**src/shared/sdcb_regs.vh**
```
/*
 * Constants of the command and clock-enable control: bank states,
 * device modes, command pin codes and address bit positions.
 * Assumes inclusion by bare name from design files only.
 */
`ifndef SDCB_REGS_VH
`define SDCB_REGS_VH

// Per-bank state codes
`define SDCB_BS_IDLE 3'h0
`define SDCB_BS_ACTIVE 3'h1
`define SDCB_BS_READ 3'h2
`define SDCB_BS_WRITE 3'h3
`define SDCB_BS_READ_AP 3'h4
`define SDCB_BS_WRITE_AP 3'h5

// Device-wide mode codes
`define SDCB_MD_NORMAL 3'h0
`define SDCB_MD_POWER_DOWN 3'h1
`define SDCB_MD_SUSPEND 3'h2
`define SDCB_MD_SELF_REFRESH 3'h3
`define SDCB_MD_MODE_WAIT 3'h4

// Command codes {ras_n, cas_n, we_n} with chip select low
`define SDCB_CMD_NOP 3'h7
`define SDCB_CMD_BURST_STOP 3'h6
`define SDCB_CMD_READ 3'h5
`define SDCB_CMD_WRITE 3'h4
`define SDCB_CMD_ACTIVATE 3'h3
`define SDCB_CMD_PRECHARGE 3'h2
`define SDCB_CMD_REFRESH 3'h1
`define SDCB_CMD_MODE_LOAD 3'h0

// Address fields and the mode-wait cycle count
`define SDCB_ADDR_W 10
`define SDCB_BANK_SELECT_BIT 9
`define SDCB_PRECHARGE_SCOPE_BIT 8
`define SDCB_COL_MSB 7
`define SDCB_ROW_MSB 8
`define SDCB_BL_MSB 2
`define SDCB_BL_FULL_PAGE 3'h7
`define SDCB_MODE_RESET 10'h000
`define SDCB_ROW_RESET 9'h000
`define SDCB_COL_RESET 8'h00
`define SDCB_MODE_WAIT_CYCLES 2'h2

`endif

```
**src/hdl/sdcb_bank_state.v**
```verilog
/*
 * One bank's next-state logic: activate, read, write, burst stop and
 * precharge as seen by a single bank, holding the bank state and row.
 * Assumes the caller decodes the command and gates it with the
 * device clock enable.
 */
`timescale 1ns/1ps
`include "sdcb_regs.vh"

module sdcb_bank_state #(
    parameter BANK_ID = 1'b0
) (
    input wire clk_sys,
    input wire rst_n,
    input wire cmd_valid,
    input wire [2:0] cmd_code,
    input wire bank_bit,
    input wire scope_bit,
    input wire stop_allowed,
    input wire [`SDCB_ROW_MSB:0] row_addr,
    output reg [2:0] state_reg,
    output reg [`SDCB_ROW_MSB:0] row_reg
);

    reg [2:0] state_next;
    wire hit;

    assign hit = (bank_bit == BANK_ID);

    ////////////////////////////////////////////////////////////////////
    // Next state of this bank for the command in this cycle
    always @* begin
        state_next = state_reg;
        if (cmd_valid) begin
            case (cmd_code)
                `SDCB_CMD_ACTIVATE: begin
                    if (hit && state_reg == `SDCB_BS_IDLE) begin
                        state_next = `SDCB_BS_ACTIVE;
                    end
                end
                `SDCB_CMD_READ: begin
                    if (hit && state_reg != `SDCB_BS_IDLE) begin
                        state_next = scope_bit ? `SDCB_BS_READ_AP : `SDCB_BS_READ;
                    end else if (!hit && state_reg != `SDCB_BS_IDLE) begin
                        state_next = `SDCB_BS_ACTIVE; // Other bank's burst is cut short
                    end
                end
                `SDCB_CMD_WRITE: begin
                    if (hit && state_reg != `SDCB_BS_IDLE) begin
                        state_next = scope_bit ? `SDCB_BS_WRITE_AP : `SDCB_BS_WRITE;
                    end else if (!hit && state_reg != `SDCB_BS_IDLE) begin
                        state_next = `SDCB_BS_ACTIVE;
                    end
                end
                `SDCB_CMD_BURST_STOP: begin
                    // Auto-precharge bursts cannot be stopped back to active
                    if (stop_allowed && (state_reg == `SDCB_BS_READ ||
                            state_reg == `SDCB_BS_WRITE)) begin
                        state_next = `SDCB_BS_ACTIVE;
                    end
                end
                `SDCB_CMD_PRECHARGE: begin
                    if (scope_bit || hit) begin
                        state_next = `SDCB_BS_IDLE;
                    end
                end
                default: begin
                    state_next = state_reg;
                end
            endcase
        end
    end

    ////////////////////////////////////////////////////////////////////
    // State and open row registers
    always @(posedge clk_sys or negedge rst_n) begin
        if (!rst_n) begin
            state_reg <= `SDCB_BS_IDLE;
            row_reg <= `SDCB_ROW_RESET;
        end else begin
            state_reg <= state_next;
            if (cmd_valid && cmd_code == `SDCB_CMD_ACTIVATE && hit &&
                    state_reg == `SDCB_BS_IDLE) begin
                row_reg <= row_addr;
            end
        end
    end

endmodule

```
**src/hdl/sdcb_cke_control.v**
```verilog
/*
 * Clock-enable and command control of a two-bank synchronous DRAM:
 * power-down, clock suspend, self-refresh, mode load and the per-bank
 * command decode. Assumes pins are synchronous to clk_sys and that
 * the controller keeps its own timing and ordering duties.
 */
`timescale 1ns/1ps
`include "sdcb_regs.vh"

module sdcb_cke_control (
    input wire clk_sys,
    input wire rst_n,
    input wire cke,
    input wire cs_n,
    input wire ras_n,
    input wire cas_n,
    input wire we_n,
    input wire [`SDCB_ADDR_W-1:0] addr,
    output reg [2:0] mode_reg,
    output reg clock_running_reg,
    output reg [2:0] bank0_state_reg,
    output reg [2:0] bank1_state_reg,
    output reg [`SDCB_ADDR_W-1:0] opcode_reg,
    output reg [`SDCB_COL_MSB:0] column_reg,
    output reg access_bank_reg,
    output reg illegal_cmd_reg
);

    reg cke_prev_reg;
    reg [2:0] mode_next;
    reg [1:0] wait_cnt_reg;
    reg illegal_next;
    wire [2:0] cmd;
    wire cmd_sel;
    wire both_idle;
    wire cmd_valid;
    wire stop_allowed;
    wire [2:0] b0_state;
    wire [2:0] b1_state;
    wire [`SDCB_ROW_MSB:0] b0_row;
    wire [`SDCB_ROW_MSB:0] b1_row;

    // Decodes the three strobes into a command code; used once
    function [2:0] cmd_of;
        input r;
        input c;
        input w;
        begin
            cmd_of = {r, c, w};
        end
    endfunction

    assign cmd = cmd_of(ras_n, cas_n, we_n);
    assign cmd_sel = !cs_n;
    assign both_idle = (b0_state == `SDCB_BS_IDLE) && (b1_state == `SDCB_BS_IDLE);
    assign stop_allowed = (opcode_reg[`SDCB_BL_MSB:0] == `SDCB_BL_FULL_PAGE);
    // Commands act only in normal or mode-wait mode with clock enable high on both edges.
    // The mode-wait window is the controller's to keep, so commands still decode.
    assign cmd_valid = cmd_sel && cke_prev_reg && cke &&
        (mode_reg == `SDCB_MD_NORMAL || mode_reg == `SDCB_MD_MODE_WAIT);

    ////////////////////////////////////////////////////////////////////
    // Bank state machines, one per bank
    genvar gi;
    generate
        for (gi = 0; gi < 2; gi = gi + 1) begin : g_bank
            wire [2:0] st;
            wire [`SDCB_ROW_MSB:0] rw;
            sdcb_bank_state #(
                .BANK_ID(gi)
            ) u_bank (
                .clk_sys(clk_sys),
                .rst_n(rst_n),
                .cmd_valid(cmd_valid),
                .cmd_code(cmd),
                .bank_bit(addr[`SDCB_BANK_SELECT_BIT]),
                .scope_bit(addr[`SDCB_PRECHARGE_SCOPE_BIT]),
                .stop_allowed(stop_allowed),
                .row_addr(addr[`SDCB_ROW_MSB:0]),
                .state_reg(st),
                .row_reg(rw)
            );
        end
    endgenerate

    assign b0_state = g_bank[0].st;
    assign b1_state = g_bank[1].st;
    assign b0_row = g_bank[0].rw;
    assign b1_row = g_bank[1].rw;

    ////////////////////////////////////////////////////////////////////
    // Device mode: uses clock enable on the previous and current edge.
    // The asynchronous restart of the clock is modelled by acting on
    // the first edge at which clock enable is seen high again.
    always @* begin
        mode_next = mode_reg;
        illegal_next = 1'b0;
        case (mode_reg)
            `SDCB_MD_POWER_DOWN: begin
                if (!cke_prev_reg && cke) begin
                    mode_next = `SDCB_MD_NORMAL;
                end
            end
            `SDCB_MD_SUSPEND: begin
                if (!cke_prev_reg && cke) begin
                    mode_next = `SDCB_MD_NORMAL;
                end
            end
            `SDCB_MD_SELF_REFRESH: begin
                // Recovery needs select high or row and column strobes both high
                if (!cke_prev_reg && cke) begin
                    if (!cmd_sel || (ras_n && cas_n)) begin
                        mode_next = `SDCB_MD_NORMAL;
                    end else begin
                        illegal_next = 1'b1;
                    end
                end
            end
            `SDCB_MD_NORMAL, `SDCB_MD_MODE_WAIT: begin
                if (mode_reg == `SDCB_MD_MODE_WAIT && wait_cnt_reg == 2'h1) begin
                    mode_next = `SDCB_MD_NORMAL;
                end
                if (cke_prev_reg && !cke) begin
                    if (!both_idle) begin
                        mode_next = `SDCB_MD_SUSPEND;
                    end else if (cmd_sel && cmd == `SDCB_CMD_REFRESH) begin
                        mode_next = `SDCB_MD_SELF_REFRESH;
                    end else begin
                        mode_next = `SDCB_MD_POWER_DOWN;
                    end
                end else if (!cke_prev_reg) begin
                    mode_next = `SDCB_MD_POWER_DOWN;
                end else if (cmd_valid && cmd == `SDCB_CMD_MODE_LOAD) begin
                    if (both_idle) begin
                        mode_next = `SDCB_MD_MODE_WAIT;
                    end else begin
                        illegal_next = 1'b1;
                    end
                end else if (cmd_valid && mode_reg == `SDCB_MD_MODE_WAIT &&
                        cmd != `SDCB_CMD_NOP && cmd != `SDCB_CMD_BURST_STOP) begin
                    illegal_next = 1'b1;
                end
            end
            default: begin
                mode_next = `SDCB_MD_NORMAL;
            end
        endcase
    end

    ////////////////////////////////////////////////////////////////////
    // Registers; every output comes straight from one of these
    always @(posedge clk_sys or negedge rst_n) begin
        if (!rst_n) begin
            mode_reg <= `SDCB_MD_NORMAL;
            cke_prev_reg <= 1'b1;
            clock_running_reg <= 1'b1;
            wait_cnt_reg <= 2'h0;
            bank0_state_reg <= `SDCB_BS_IDLE;
            bank1_state_reg <= `SDCB_BS_IDLE;
            opcode_reg <= `SDCB_MODE_RESET;
            column_reg <= `SDCB_COL_RESET;
            access_bank_reg <= 1'b0;
            illegal_cmd_reg <= 1'b0;
        end else begin
            cke_prev_reg <= cke;
            mode_reg <= mode_next;
            // Internal clock stops in suspend and power states
            clock_running_reg <= (mode_next == `SDCB_MD_NORMAL) ||
                (mode_next == `SDCB_MD_MODE_WAIT);
            bank0_state_reg <= b0_state;
            bank1_state_reg <= b1_state;
            illegal_cmd_reg <= illegal_next;
            if (cmd_valid && cmd == `SDCB_CMD_MODE_LOAD && both_idle) begin
                opcode_reg <= addr;
                wait_cnt_reg <= `SDCB_MODE_WAIT_CYCLES;
            end else if (wait_cnt_reg != 2'h0) begin
                wait_cnt_reg <= wait_cnt_reg - 2'h1;
            end
            if (cmd_valid && (cmd == `SDCB_CMD_READ || cmd == `SDCB_CMD_WRITE)) begin
                column_reg <= addr[`SDCB_COL_MSB:0];
                access_bank_reg <= addr[`SDCB_BANK_SELECT_BIT];
            end
        end
    end

endmodule

```
**config.mk**
```make
export PLATFORM = sky130hd
export DESIGN_NAME = sdcb_cke_control
export DESIGN_NICKNAME = d
export VERILOG_FILES = /design/src/hdl/sdcb_bank_state.v /design/src/hdl/sdcb_cke_control.v
export VERILOG_INCLUDE_DIRS = /design/src /design/src/shared
export SDC_FILE = /design/constraint.sdc
export NUM_CORES = 1
export LEC_CHECK = 0
export BUFFER_PORTS_ARGS = -buffer_cell sky130_fd_sc_hd__buf_4
export CELL_PAD_IN_SITES_DETAIL_PLACEMENT = 1
export CELL_PAD_IN_SITES_GLOBAL_PLACEMENT = 2
export CORE_MARGIN = 2
export CORE_UTILIZATION = 31
export CTS_CLUSTER_SIZE = 24
export DETAILED_ROUTE_END_ITERATION = 6
export HOLD_SLACK_MARGIN = 0.08
export PLACE_DENSITY_LB_ADDON = 0.1
export SYNTH_ARGS = -nofsm -noshare
export SYNTH_HDL_FRONTEND = slang
export SYNTH_SLANG_ARGS = --single-unit
```
**constraint.sdc**
```tcl
create_clock -name clk_sys -period 1.6 [get_ports clk_sys]
set_clock_uncertainty 0.05 [all_clocks]
set_input_delay 0.16 -clock clk_sys [delete_from_list [all_inputs] [get_ports clk_sys]]
set_output_delay 0.16 -clock clk_sys [all_outputs]
set_load 0.01 [all_outputs]
```
Word level (Yosys, flattened, before mapping). Index checks and enable logic that the tools add are counted. Widths: inputs -> output; s select.

Register bits after elaboration: 39. Bits of input ports: 17. Output and inout port bits: 30.

Mux-type cells: 37. Reductions and logical operators: 49. Bitwise logic cells: 1. Equality and inequality tests: 25. $add $sub $neg: 1.

Operators with widths (count): $mux 3 (22); $pmux 3 s5 (2); $eq 3x2->1 const B (8); $logic_and 1x1->1 (23); $eq 3x3->1 const B (6); $logic_not 3->1 (5); $ne 2x1->1 const B (6); $reduce_and 5->1 (2); $pmux 3 s3 (1); $logic_or 1x1->1 (8); $mux 2 (4); $mux 1 (7); $eq 3x1->1 const B (2); $ne 3x3->1 const B (2); $reduce_bool 3->1 (2); $reduce_bool 5->1 (1); $logic_not 1->1 (4); $reduce_bool 2->1 (2); $reduce_or 2->1 (2); $eq 2x1->1 const B (1); $pmux 1 s2 (1); $sub 2x1->2 const B (1); $not 1->1 (1).

Logic depth before layout (Yosys ltp).
Depth in word-level cells: 12. Mapped depth: 6.

Hierarchy. A second synthesis with hierarchy kept.

Cells, all modules: 185. Area, all modules: 2635.0 um2.

Modules (own cells, without submodules): sdcb_cke_control (times used 1, area each 1402.6 um2, seq. area each 828.3 um2, cells an instance 98); sdcb_bank_state (g_bank[1].u_bank) (times used 1, area each 653.1 um2, seq. area each 300.3 um2, cells an instance 46); sdcb_bank_state (g_bank[0].u_bank) (times used 1, area each 579.3 um2, seq. area each 300.3 um2, cells an instance 41).

Worst setup path before layout. No wires, ideal clock.

Kind: register to register. Start: register g_bank[1].u_bank.state_reg[2]. End: register opcode_reg[1]. Path buffers: 2. Data required time: 1425 ps. Clock period less this slack: 1689 ps. Stages on the path, launching flop included: 7. Library setup time: 125 ps. Path slack: -89 ps. Data arrival time: 1514 ps. Cells stage by stage: dfrtp_1 or3_1 buf_6 nor2_8 nand3_4 buf_6 mux2_4.

Word-level cells in the longest chain between the ends: 3.

Ends and longest elaborated chain: start: declaration (RTL line sdcb_bank_state.v:21) `output reg [2:0] state_reg,`; start signal: assignment (RTL line sdcb_bank_state.v:78) `` state_reg <= `SDCB_BS_IDLE; ``; start signal: assignment (RTL line sdcb_bank_state.v:81) `state_reg <= state_next;`; $logic_not 3->1 (no source line); $logic_and 1x1->1 (RTL line sdcb_cke_control.v:55) `` assign both_idle = (b0_state == `SDCB_BS_IDLE) && (b1_state == `SDCB_BS_IDLE); ``; $logic_and 1x1->1 (RTL line sdcb_cke_control.v:173) `` if (cmd_valid && cmd == `SDCB_CMD_MODE_LOAD && both_idle) begin ``; end signal: assignment (RTL line sdcb_cke_control.v:160) `` opcode_reg <= `SDCB_MODE_RESET; ``; end signal: assignment (RTL line sdcb_cke_control.v:174) `opcode_reg <= addr;`; end: declaration (RTL line sdcb_cke_control.v:23) `` output reg [`SDCB_ADDR_W-1:0] opcode_reg, ``.

No other way between the ends. A chain may end at the register's enable or synchronous reset.

Worst setup path in the final report.
Start: register cke_prev_reg. End: register access_bank_reg.

Word-level cells in the longest chain between the ends: 4.

Ends and longest elaborated chain: start: declaration (RTL line sdcb_cke_control.v:29) `reg cke_prev_reg;`; start signal: assignment (RTL line sdcb_cke_control.v:165) `cke_prev_reg <= cke;`; $logic_and 1x1->1 (3 in series) (RTL line sdcb_cke_control.v:59) `assign cmd_valid = cmd_sel && cke_prev_reg && cke &&`; $logic_and 1x1->1 (RTL line sdcb_cke_control.v:179) `` if (cmd_valid && (cmd == `SDCB_CMD_READ || cmd == `SDCB_CMD_WRITE)) begin ``; end signal: assignment (RTL line sdcb_cke_control.v:181) `` access_bank_reg <= addr[`SDCB_BANK_SELECT_BIT]; ``; end: declaration (RTL line sdcb_cke_control.v:25) `output reg access_bank_reg,`.

No other way between the ends.

==> results.py <==
metrics = {
    "layout": {
        "final_util_pct": 49.1,
        "fin_nets": 240,
        "area_growth_pct": 52.5,
        "largest_reg_flops": 10,
        "fill_cells": 592,
        "n_antenna_cell": 0,
        "drive_gt1_share_pct": 53.6,
    },
    "clock_network": {
        "h-tree-depth": 2,
        "root_buffer": "clkbuf_8",
        "clk_path_buf_depth": 2,
        "clkTransAtPathRegs_ns": 0.07,
        "cts_made_buffers": 5,
        "clock-sinks": 39,
        "clock_latency_ns": 0.30,
        "cts_tree": "yes",
    },
    "yosys": {
        "avgSynthCellArea_um2": 13.0,
        "synth.largest_area_cell": "dfrtp_1",
        "synth_area_leaders": "dfrtp_1 (52%), mux2_2 (10%), mux2_4 (6.7%)",
        "synth_edf_count": 0,
        "syn-num-nets": 156,
        "yosys.area.top_type_share_pct": 51.9,
        "syn_area_um2": 1780,
        "yosysWarnings": 0,
        "async_flop_share_pct": 100,
        "yosysUniqueCellTypes": 37,
        "yosysSeqAreaShare_pct": 54.9,
        "ys_ff_latch": 39,
        "synth.cells.most_frequent": "dfrtp_1 (37), mux2_2 (16), mux2_4 (8), nand2_1 (8), a21oi_1 (7)",
        "synth_top_flop_cell": "dfrtp_1",
        "syn_inst": 137,
        "synth.most_common_cell": "dfrtp_1",
    },
    "sta": {
        "worst_pin_slew_ns": 0.489,
        "fmax_mhz": 583,
        "drv_slew": 0,
        "setup_tns_ns": -1.82,
        "setup_viol": 23,
        "fin_crit_ns": 1.72,
        "finalHoldViolations": 0,
        "rsz0062_at_grt": "true",
        "setup_ws_ns": -0.116,
        "relSlewSlack_pct": 67.4,
        "finalCritPeriodShare_pct": 107,
    },
    "die": {
        "dieWidth_um": 79.8,
        "die_h_um": 79.8,
        "io_pins": 47,
        "row_count": 27,
        "core_area_um2": 5540,
        "initial_core_util_pct": 32.2,
        "die-area_um2": 6370,
    },
    "hold_path": {
        "hold_path_class": "in -> reg",
        "hold_path_depth": 2,
        "holdPathEnd": "mode_reg[1]",
        "hp-start": "cke",
    },
    "pwr": {
        "p_total_uw": 3400,
        "ir_drop_mv": 0.496,
        "powerDensity_nw_per_um2": 1250,
        "leakage_uw": 0.00133,
    },
    "critical_path": {
        "path_class": "reg -> reg",
        "cp-end-kind": "flop",
        "cpMaxStageDelayCell": "dfstp_2",
        "rr_worst_depth": 5,
        "slowest_delay_ns": 0.56,
        "crit_chain": "nand4bb_4 -> buf_6 -> nor3_4 -> buf_12 -> mux2_4",
        "r2r_end": "access_bank_reg",
        "cp_max_fo": 9,
        "cp.required_ns": 1.73,
        "r2r_slack_ns": -0.12,
        "path_buf_inv": 2,
        "reg2reg_from": "cke_prev_reg",
        "start_kind": "flop",
        "path_delay_family": "flip-flops",
        "crit_arrival_ns": 1.85,
    },
    "global_routing": {
        "grt_pass1_vias": 1535,
        "use_met2_pct": 27.9,
        "antenna_found_initial": 0,
        "grt.met1_usage_pct": 19.2,
        "overflow": 0,
        "gr-usage-met3_pct": 3.05,
        "grt_use_total_pct": 16.0,
        "grt_start_max_net_pins": 40,
        "grt_pass1_wl_mm": 7.69,
        "busiest_layer": "met2",
    },
    "place": {
        "place_hpwl_mm": 3.22,
        "globalplace.congestion": 0.854,
        "dp_worst_setup_slack_ns": -0.226,
        "io_buffer_count": 46,
    },
    "detailed_routing": {
        "wl_mm": 4.62,
        "drc_errors": 0,
        "ant_nets": 0,
        "via_per_inst": 4.79,
        "dr.pass1.iters": 3,
        "wire_per_inst_um": 15.7,
        "num_vias": 1409,
        "dr.first_iter.drc_count": 37,
    },
    "run": {
        "max_cap_violations": 0,
    },
    "outcome": {
        "violations": "negative setup slack",
        "status": "finished, violations left",
    },
}
## where the power goes
part,switching [uW],internal [uW]
Combinational,565,729
Clock,350,392
Sequential,132,1230
Total,1050,2350
## layout by cell type, fill, tap and decap left out, types with 2 or more instances in the layout
cell type	n
nor2_1	5
o21ai_1	2
dfrtp_1	36
o32ai_1	2
ha_1	2
mux2_4	17
nand3_4	2
a21oi_1	7
or3_4	2
a32oi_2	2
clkbuf_8	7
nor3_1	4
o22ai_1	2
mux2_2	7
buf_12	2
dfstp_2	2
inv_1	6
nand2b_1	6
dlygate4sd3_1	11
nand2_1	8
buf_6	3
buf_4	64
o21ai_0	3
## logic make-up after synthesis
| logic type | Yosys count | share of synthesized area (%) |
|---|---|---|
| AO/OA/AOI/OAI | 23 | 8.28 |
| XOR/XNOR | 1 | 0.491 |
| adder cells (fa/ha/maj) | 2 | 1.40 |
| buffers and inverters | 10 | 2.95 |
| flip-flops | 39 | 54.9 |
| multiplexers | 25 | 17.4 |
| AND/OR/NAND/NOR | 37 | 14.6 |
## worst max-delay path by stage
| stage | from | end | slack, ns | depth (start not counted) |
|---|---|---|---|---|
| 2_1_floorplan | g_bank[1].u_bank.state_reg[0] | opcode_reg[1] | -0.08 | 6 |
| 3_3_place_gp | g_bank[1].u_bank.state_reg[0] | opcode_reg[4] | -0.17 | 4 |
| 3_5_place_dp | g_bank[1].u_bank.state_reg[0] | opcode_reg[7] | -0.23 | 4 |
| 4_1_cts | cke_prev_reg | column_reg[6] | -0.16 | 5 |
| 5_1_grt | cke_prev_reg | column_reg[6] | -0.17 | 5 |
| 6_report | cke_prev_reg | access_bank_reg | -0.12 | 5 |
## area by class of cell
type / instances / area, um2 / share of cell area, %
sequential: 39 / 980 / 36.0
multi-input combinational: 89 / 858 / 31.6
timing repair buffer: 80 / 664 / 24.4
clock buffer: 7 / 96.3 / 3.54
tap: 72 / 90.1 / 3.31
inverter: 6 / 22.5 / 0.828
clock inverter: 1 / 7.51 / 0.276
## through the flow
stage | hold slack [ns] | instances | cell area [um2]
finish | 0.125 | 294 | 2720
global route | 0.138 | 294 | 2720
CTS | 0.102 | 291 | 2630
detailed placement | 0.116 | 268 | 2340
global placement | 0.114 | 268 | 2340
floorplan | -0.186 | 137 | 1800
## timing repair
item | 4_1_cts | 5_1_grt
hold endpoints to repair | 55 | 0
endpoints found under the setup margin | 29 | 26
gates resized for setup | 5 | 15
gates cloned | 1 | 0
pin swaps | 2 | 6
hold buffers | 11 | 0
setup buffers | 3 | 3
## per-layer routing
layer	vias to the layer above	share of wire [%]
met3	10	4.9
met2	39	51
li1	657	-
met1	703	42
met5	-	0
met4	0	2.1
No activity file was read; power rests on OpenSTA's default activity.
